<file path="src/verilog/sync_regs_pkg.sv">
// Constants for the sync, address and enhancement register bank.
// Assumes one channel, with the register pointer already resolved to an index.
package sync_regs_pkg;

  // Write register indices.
  localparam logic [3:0] WIDX_RX_CTRL   = 4'h3;
  localparam logic [3:0] WIDX_MODE_CTRL = 4'h4;
  localparam logic [3:0] WIDX_TX_CTRL   = 4'h5;
  localparam logic [3:0] WIDX_SYNC_ADDR = 4'h6;
  localparam logic [3:0] WIDX_SYNC_FLAG = 4'h7;
  localparam logic [3:0] WIDX_MISC_TXRX = 4'hA;
  localparam logic [3:0] WIDX_MISC_CTRL = 4'hE;
  localparam logic [3:0] WIDX_EXT_STAT  = 4'hF;

  // Read slot indices.
  localparam logic [3:0] RIDX_STAT0 = 4'h0;
  localparam logic [3:0] RIDX_STAT1 = 4'h1;
  localparam logic [3:0] RIDX_SLOT4 = 4'h4;
  localparam logic [3:0] RIDX_SLOT5 = 4'h5;
  localparam logic [3:0] RIDX_SLOT9 = 4'h9;
  localparam logic [3:0] RIDX_SLOTA = 4'hA;
  localparam logic [3:0] RIDX_SLOTB = 4'hB;
  localparam logic [3:0] RIDX_SLOTD = 4'hD;
  localparam logic [3:0] RIDX_SLOTE = 4'hE;
  localparam logic [3:0] RIDX_SLOTF = 4'hF;

  // Enhancement register fields.
  localparam int ENH_RSVD     = 7;
  localparam int ENH_EXT_READ = 6;
  localparam int ENH_TX_LEVEL = 5;
  localparam int ENH_REQ_FAST = 4;
  localparam int ENH_RX_LEVEL = 3;
  localparam int ENH_AUTO_RTS = 2;
  localparam int ENH_AUTO_EOM = 1;
  localparam int ENH_AUTO_FLG = 0;
  // The CMOS variant gives bits three and five other meanings.
  localparam int ENH_FORCE_HI = 3;
  localparam int ENH_RX_CRC   = 5;
  // Fields of the other control registers.
  localparam int ESC_ENH_SEL   = 0;
  localparam int TXC_RTS       = 1;
  localparam int TXC_POLY      = 2;
  localparam int MSC_PRESET    = 7;
  localparam int MSC_ENC_HI    = 6;
  localparam int MSC_ENC_LO    = 5;
  localparam int MCT_REQ_MODE  = 2;
  localparam logic [1:0] ENC_NRZI = 2'h1;

  localparam logic [7:0] REG_RST     = 8'h00;
  localparam logic [3:0] RX_HALF     = 4'h4;
  // Slow request deactivation, in device clock periods.
  localparam logic [2:0] DTR_SLOW_CYC = 3'h4;

  typedef enum logic [2:0] {
    MODE_ASYNC, MODE_MONO, MODE_BISYNC, MODE_EXTSYNC, MODE_SDLC
  } mode_t;

endpackage : sync_regs_pkg
</file>
<file path="src/verilog/sync_address_enhancement_regs.sv">
// Sync, address and enhancement register bank of one serial channel.
// Assumes the host bus and the channel datapath share clk_i.
`timescale 1ns/100ps
module sync_address_enhancement_regs (
  // Clock and reset
  input  wire logic                  clk_i,
  input  wire logic                  sys_rst_i,
  input  wire logic                  chan_rst_i,
  // Register port
  input  wire logic [3:0]            addr_i,
  input  wire logic [7:0]            wdata_i,
  input  wire logic                  wr_i,
  input  wire logic                  rd_i,
  output logic      [7:0]            rdata_o,
  // Status registers; slots 4, 5, 9, B and E also read them when extended read is off
  input  wire logic [7:0]            stat0_i,
  input  wire logic [7:0]            stat1_i,
  input  wire logic [7:0]            stat10_i,
  input  wire logic [7:0]            baud_high_i,
  input  wire logic [7:0]            stat15_i,
  // Channel mode
  input  wire sync_regs_pkg::mode_t  mode_i,
  // Sync and address
  output logic      [7:0]            tx_sync_o,
  output logic      [7:0]            rx_sync_o,
  input  wire logic [7:0]            rx_addr_i,
  output logic                       addr_match_o,
  // Transmit FIFO and request
  input  wire logic                  tx_fifo_empty_i,
  input  wire logic                  tx_entry_empty_i,
  input  wire logic                  tx_buf_wr_i,
  output logic                       tbe_irq_o,
  output logic                       dma_req_o,
  output logic                       dtr_req_o,
  output logic                       tx_buf_discard_o,
  // Receive FIFO
  input  wire logic                  rx_char_load_i,
  input  wire logic                  rx_special_i,
  input  wire logic [3:0]            rx_fifo_count_i,
  input  wire logic                  rx_all_chars_en_i,
  output logic                       rx_avail_irq_o,
  output logic                       special_irq_o,
  // Transmitter controls
  input  wire logic                  closing_flag_end_i,
  input  wire logic                  underrun_i,
  output logic                       rts_o,
  output logic                       eom_clr_o,
  output logic                       crc_preset_o,
  output logic      [15:0]           crc_preset_val_o,
  output logic                       crc_poly_sel_o,
  output logic                       auto_flag_o,
  output logic                       rx_complete_crc_o,
  output logic                       force_txd_high_o
);
  import sync_regs_pkg::*;

  typedef struct packed {
    logic [7:0] rx_ctrl;
    logic [7:0] mode_ctrl;
    logic [7:0] tx_ctrl;
    logic [7:0] sync_addr;
    logic [7:0] sync_flag;
    logic [7:0] enh;
    logic [7:0] enh_img;
    logic [7:0] misc_txrx;
    logic [7:0] misc_ctrl;
    logic [7:0] ext_stat;
    logic [7:0] rdata;
    logic       rts_act;
    logic       dtr_req;
    logic [2:0] dcnt;
    logic       eom_clr;
    logic       crc_pre;
    logic       rx_avail;
    logic       special;
  } state_t;

  state_t st;
  state_t next_st;

  function automatic logic hit(input logic [3:0] a, input logic [3:0] idx);
    hit = (a == idx);
  endfunction : hit

  logic sdlc;
  logic tx_level;
  logic enh_sel;
  logic force_high;
  logic req_mode;

  assign sdlc     = (mode_i == MODE_SDLC);
  assign enh_sel  = st.ext_stat[ESC_ENH_SEL];
  assign req_mode = st.misc_ctrl[MCT_REQ_MODE];
  assign tx_level = st.enh[ENH_TX_LEVEL] ? tx_fifo_empty_i : tx_entry_empty_i;
  assign force_high = st.enh[ENH_FORCE_HI] && sdlc
                    && (st.misc_txrx[MSC_ENC_HI:MSC_ENC_LO] == ENC_NRZI);

  always_comb begin
    next_st = st;
    next_st.rdata    = REG_RST;
    next_st.eom_clr  = 1'b0;
    next_st.crc_pre  = 1'b0;
    next_st.rx_avail = 1'b0;
    next_st.special  = 1'b0;

    if (wr_i) begin
      if (hit(addr_i, WIDX_RX_CTRL))   next_st.rx_ctrl = wdata_i;
      if (hit(addr_i, WIDX_MODE_CTRL)) next_st.mode_ctrl = wdata_i;
      if (hit(addr_i, WIDX_TX_CTRL))   next_st.tx_ctrl = wdata_i;
      if (hit(addr_i, WIDX_SYNC_ADDR)) next_st.sync_addr = wdata_i;
      if (hit(addr_i, WIDX_MISC_TXRX)) next_st.misc_txrx = wdata_i;
      if (hit(addr_i, WIDX_MISC_CTRL)) next_st.misc_ctrl = wdata_i;
      if (hit(addr_i, WIDX_EXT_STAT))  next_st.ext_stat = wdata_i;
      if (hit(addr_i, WIDX_SYNC_FLAG)) begin
        if (enh_sel) begin
          next_st.enh     = {1'b0, wdata_i[ENH_RSVD-1:0]};
          next_st.enh_img = {1'b0, wdata_i[ENH_RSVD-1:0]};
        end else begin
          next_st.sync_flag = wdata_i;
        end
      end
    end

    if (rd_i) begin
      if (st.enh[ENH_EXT_READ]) begin
        case (addr_i)
          RIDX_SLOT9: next_st.rdata = st.rx_ctrl;
          RIDX_SLOT4: next_st.rdata = st.mode_ctrl;
          RIDX_SLOT5: next_st.rdata = st.tx_ctrl;
          RIDX_SLOTE: next_st.rdata = st.enh_img;
          RIDX_SLOTB: next_st.rdata = st.misc_txrx;
          RIDX_STAT0: next_st.rdata = stat0_i;
          RIDX_STAT1: next_st.rdata = stat1_i;
          RIDX_SLOTA: next_st.rdata = stat10_i;
          RIDX_SLOTD: next_st.rdata = baud_high_i;
          RIDX_SLOTF: next_st.rdata = stat15_i;
          default:    next_st.rdata = REG_RST;
        endcase
      end else begin
        case (addr_i)
          RIDX_SLOT9: next_st.rdata = baud_high_i;
          RIDX_SLOT4: next_st.rdata = stat0_i;
          RIDX_SLOT5: next_st.rdata = stat1_i;
          RIDX_SLOTE: next_st.rdata = stat10_i;
          RIDX_SLOTB: next_st.rdata = stat15_i;
          RIDX_STAT0: next_st.rdata = stat0_i;
          RIDX_STAT1: next_st.rdata = stat1_i;
          RIDX_SLOTA: next_st.rdata = stat10_i;
          RIDX_SLOTD: next_st.rdata = baud_high_i;
          RIDX_SLOTF: next_st.rdata = stat15_i;
          default:    next_st.rdata = REG_RST;
        endcase
      end
    end

    // request asserts at the level chosen
    if (st.dcnt != 3'h0) begin
      next_st.dcnt = st.dcnt - 3'h1;
      if (st.dcnt == 3'h1) next_st.dtr_req = 1'b0;
    end else if (req_mode && st.dtr_req && tx_buf_wr_i) begin
      // fast mode drops on the host write
      if (st.enh[ENH_REQ_FAST]) next_st.dtr_req = 1'b0;
      else next_st.dcnt = DTR_SLOW_CYC - 3'h1;
    end else begin
      next_st.dtr_req = req_mode && tx_level;
    end

    if (st.tx_ctrl[TXC_RTS]) begin
      next_st.rts_act = 1'b1;
    end else if (st.enh[ENH_AUTO_RTS] && sdlc && st.rts_act) begin
      next_st.rts_act = !closing_flag_end_i;
    end else begin
      next_st.rts_act = 1'b0;
    end

    // automatic latch clear and CRC preset
    if (underrun_i && st.enh[ENH_AUTO_EOM]) begin
      next_st.eom_clr = 1'b1;
      next_st.crc_pre = 1'b1;
    end

    if (rx_char_load_i) begin
      next_st.special = rx_special_i;
      if (st.enh[ENH_RX_LEVEL]) begin
        next_st.rx_avail = rx_all_chars_en_i && (rx_fifo_count_i == RX_HALF);
      end else begin
        next_st.rx_avail = 1'b1;
      end
    end

    if (chan_rst_i) begin
      next_st.enh_img = REG_RST;
      next_st.tx_ctrl = REG_RST;
      next_st.misc_txrx = REG_RST;
      next_st.rts_act = 1'b0;
    end
  end

  always_ff @(posedge clk_i) begin
    if (sys_rst_i) begin
      st <= '0;
    end else begin
      st <= next_st;
    end
  end

  assign rdata_o = st.rdata;
  // async modes ignore the transmit sync
  assign tx_sync_o = (mode_i == MODE_ASYNC) ? REG_RST : st.sync_addr;
  assign rx_sync_o = (mode_i == MODE_ASYNC) ? REG_RST : st.sync_flag;
  assign addr_match_o = sdlc && (rx_addr_i == st.sync_addr);
  assign tbe_irq_o = tx_level;
  assign dma_req_o = tx_level;
  assign dtr_req_o = st.dtr_req;
  assign tx_buf_discard_o = force_high && tx_buf_wr_i;
  assign rx_avail_irq_o = st.rx_avail;
  assign special_irq_o = st.special;
  assign rts_o = st.rts_act;
  assign eom_clr_o = st.eom_clr;
  assign crc_preset_o = st.crc_pre;
  assign crc_preset_val_o = st.misc_txrx[MSC_PRESET] ? 16'hFFFF : 16'h0000;
  assign crc_poly_sel_o = st.tx_ctrl[TXC_POLY];
  // opening flag; early writes need no gating here.
  assign auto_flag_o = st.enh[ENH_AUTO_FLG];
  assign rx_complete_crc_o = st.enh[ENH_RX_CRC];
  assign force_txd_high_o = force_high;
endmodule : sync_address_enhancement_regs

</file>
<file path="config.mk">
export PLATFORM = sky130hd
export DESIGN_NAME = sync_address_enhancement_regs
export DESIGN_NICKNAME = d
export VERILOG_FILES = /design/src/verilog/sync_regs_pkg.sv /design/src/verilog/sync_address_enhancement_regs.sv
export SDC_FILE = /design/constraint.sdc
export NUM_CORES = 1
export LEC_CHECK = 0
export ABC_AREA = 1
export BUFFER_PORTS_ARGS = -buffer_cell sky130_fd_sc_hd__buf_4
export CAP_MARGIN = 40
export CORE_MARGIN = 2
export CORE_UTILIZATION = 36
export CTS_CLUSTER_DIAMETER = 80
export CTS_CLUSTER_SIZE = 30
export DETAILED_ROUTE_END_ITERATION = 10
export GPL_TIMING_DRIVEN = 0
export PLACE_DENSITY = 0.6
export SYNTH_ARGS = -nofsm -noshare
export SYNTH_HDL_FRONTEND = slang
export SYNTH_SLANG_ARGS = --single-unit
</file>
<file path="constraint.sdc">
create_clock -name clk_i -period 3.5 [get_ports clk_i]
set_input_delay 0.175 -clock clk_i [delete_from_list [all_inputs] [get_ports clk_i]]
set_output_delay 0.175 -clock clk_i [all_outputs]
set_load 0.1 [all_outputs]
</file>
==> impl_metrics.json <==
{
  "antenna_found_initial": 0,
  "finalSetupViolations": 0,
  "ys_warn_count": 0,
  "timing.fmax_mhz": 529,
  "synth_most_common_cell": "nand2_1",
  "synth_mux_area_frac": 0.00267,
  "vias_per_cell": 5.05,
  "die_h_um": 112,
  "chipWidth_um": 112,
  "total_switching_power_mw": 0.746,
  "grt_max_degree": 19,
  "power_frac_seq": 0.377,
  "routedWlPerCell_um": 14.8,
  "gr-total-overflow": 0,
  "grt_usage": 0.223,
  "holdBufCountCts": 0,
  "rsz0062_at_grt": "false",
  "cts_tree": "done",
  "post_cts_resized": 0,
  "cts_setup_buffers": 0,
  "yosysTopAreaCellShare": 0.379,
  "path_class": "input port to output pin",
  "pwr-share-comb": 0.192,
  "cts_buffers": 9,
  "worst_ep_required_time_ns": 3.32,
  "cap_viol_max_count": 0,
  "synth-compound-area-share": 0.139,
  "area_delta_synth_final_pct": 35.9,
  "start_util": 0.370,
  "period_minus_slack_ns": 1.89,
  "pre_cts_ws_ns": 1.60,
  "clk_latency_ns": 0.34,
  "hpwl_mm": 10.6,
  "grt_pass1_wl_mm": 22.2,
  "p_leak_nw": 2.71,
  "netlist_instances": 651,
  "worstPathCellList": "buf_4 > nor3_1 > clkbuf_1 > nor2_1 > buf_4",
  "drt_iter0_markers": 329,
  "io_buffers": 131,
  "p_int_mw": 1.83,
  "worstMarginPinSlew_ns": 0.886,
  "synth_top_cell_by_area": "dfxtp_1",
  "final_cell_area_um2": 5740,
  "drv_slew": 0,
  "cpMaxStageDelayCell": "nor3_1",
  "synth_area_um2": 4220,
  "synth-seq-cells": 80,
  "synth-edff-count": 0,
  "grt_pass1_vias": 4358,
  "status": "complete, no violations",
  "synthTopCellsByCount": "160 x nand2_1, 110 x nor2_1, 80 x dfxtp_1",
  "syn_nets": 735,
  "pwr-share-clk": 0.431,
  "drt_pass1_iterations": 6,
  "rows": 39,
  "drive_gt1_frac": 0.252,
  "crit_family": "buffers and inverters",
  "ant_nets": 0,
  "insertedDiodeCount": 0,
  "crit_path_max_incr_delay_ns": 0.66,
  "synth-adder-area-share": 0.0119,
  "hp-class": "input port to flip-flop",
  "post_dp_cell_area_um2": 5390,
  "hold_violations": 0,
  "switching_share": 0.290,
  "utilization": 0.503,
  "critPathMaxFanout": 10,
  "ys_types": 27,
  "finalWorstSetupSlack_ns": 1.61,
  "core_area_um2": 11400,
  "htreeDepth": 3,
  "drcViolationCount": 0,
  "dieArea_um2": 12600,
  "dr_total_vias": 4756,
  "synth_xor_area_frac": 0.00622,
  "cpMostUsedCell": "buf_4",
  "critPathLaunchType": "input port",
  "min_period_over_period": 0.540,
  "synth_top_family_by_area": "simple AND/OR/NAND/NOR gates",
  "peakVddDrop_uv": 439,
  "path_clk_slew_ns": 0.06,
  "place_congestion": 0.936,
  "async_reset_ff_frac": 0,
  "cts_sinks": 80,
  "cts_buffer_depth": 2,
  "synth_area_leaders": "dfxtp_1 38%, nand2_1 14%, nor2_1 9.8%",
  "avgSynthCellArea_um2": 6.49,
  "synth_flop_cell": "dfxtp_1",
  "finalSetupTns_ns": 0,
  "synthSimpleGateAreaFrac": 0.349,
  "relSlewSlack": 0.405,
  "fin_skew_ns": 0.00872,
  "power.density_nw_per_um2": 449,
  "crit_buf_inv": 3,
  "nNetsFinal": 877,
  "n_fill_cell": 1181,
  "cts-root-buf": "clkbuf_16",
  "crit_path_end_kind": "output pin",
  "critPathArrivalTime_ns": 1.72,
  "postRouteWirelength_mm": 13.9,
  "synth-seq-area-share": 0.379,
  "ioPinCount": 134
}
==> metal layers <==
| metal | routed length (µm) | GRT usage | up-vias |
|---|---|---|---|
| met5 | 0 | 0 | - |
| met2 | 6600 | 0.361 | 211 |
| met3 | 1020 | 0.0389 | 21 |
| met1 | 6040 | 0.297 | 2159 |
| li1 | - | - | 2365 |
| met4 | 273 | 0.0902 | 0 |
==> state kept, by name, indices dropped and copies added, names as in the netlist <==
register and cells:
enh_sel 1, rdata_o 8, rx_avail_irq_o 1, rx_complete_crc_o 1, auto_flag_o 1, rts_o 1
req_mode 1, st 62, dtr_req_o 1, eom_clr_o 1, crc_poly_sel_o 1, special_irq_o 1
==> worst paths after layout <==
check / startpoint / to / slack (ns) / cells after the start
min reg2reg: st[50] / eom_clr_o / 0.45 / 2
max: mode_i[2] / tx_sync_o[6] / 1.61 / 5
min: rx_special_i / special_irq_o / 0.05 / 3
max reg2reg: st[4] / st[6] / 2.00 / 7
==> power by group through the flow <==
stage / logic [mW] / registers, mW / clock network (mW)
6_report: 0.494 / 0.972 / 1.11
5_1_grt: 0.544 / 0.976 / 1.17
2_1_floorplan: 0.270 / 1.04 / 0
3_5_place_dp: 0.491 / 0.992 / 0
3_3_place_gp: 0.484 / 0.990 / 0
4_1_cts: 0.494 / 0.971 / 1.13
==> cells in the final DEF (no fill, tap or decap) <==
cell type	synthesis	final
nand3_1	69	69
inv_1	43	43
buf_6	1	1
inv_2	5	5
clkbuf_16	0	9
clkbuf_8	0	1
o22ai_1	1	1
ha_1	4	4
o21ai_0	56	56
nand3b_1	1	1
a21oi_1	52	52
nand2_1	160	160
o211ai_1	1	1
clkinv_4	0	1
buf_2	7	7
nand2_2	1	1
nor3_1	3	3
nor2_4	2	2
bufinv_16	0	3
nand4_1	1	1
inv_6	0	1
nor2_2	8	8
nor2_1	110	110
buf_4	29	160
dfxtp_1	80	80
buf_1	1	1
xor2_1	3	3
clkbuf_1	7	7
clkinvlp_4	0	1
nor3b_1	1	1
a221oi_1	1	1
a211oi_1	3	3
mux2_2	1	1
==> worst register-to-register path, cell delays in order, from the launching register on <==
cell	delay [ns]
dfxtp_1	0.37
inv_1	0.06
ha_1	0.21
ha_1	0.21
o21ai_0	0.17
inv_1	0.14
o21ai_0	0.18
a21oi_1	0.05
==> per-stage QoR <==
step	power [mW]	std cells	hold WS, ns
5_1_grt	2.69	941	0.0614
2_1_floorplan	1.31	651	0.287
3_5_place_dp	1.48	925	0.398
4_1_cts	2.60	941	0.0420
3_3_place_gp	1.47	925	0.392
6_report	2.58	941	0.0482
==> cell type report <==
type / count / area, µm² / share of cell area
plain buffers: 45 / 294 / 0.0512
clock buffers: 10 / 239 / 0.0416
clock inverters: 6 / 115 / 0.0201
inverters: 48 / 180 / 0.0314
multi-input cells: 478 / 2150 / 0.374
flip-flops and latches: 80 / 1600 / 0.279
well taps: 143 / 179 / 0.0312
repair buffers: 131 / 983 / 0.171
==> logic make-up after synthesis <==
family	Yosys count
AO/OA/AOI/OAI	114
XOR/XNOR	3
adder cells (fa/ha/maj)	4
buffers and inverters	93
flip-flops	80
multiplexers	1
AND/OR/NAND/NOR	356
Note: power is estimated with default switching activity, not from simulation.
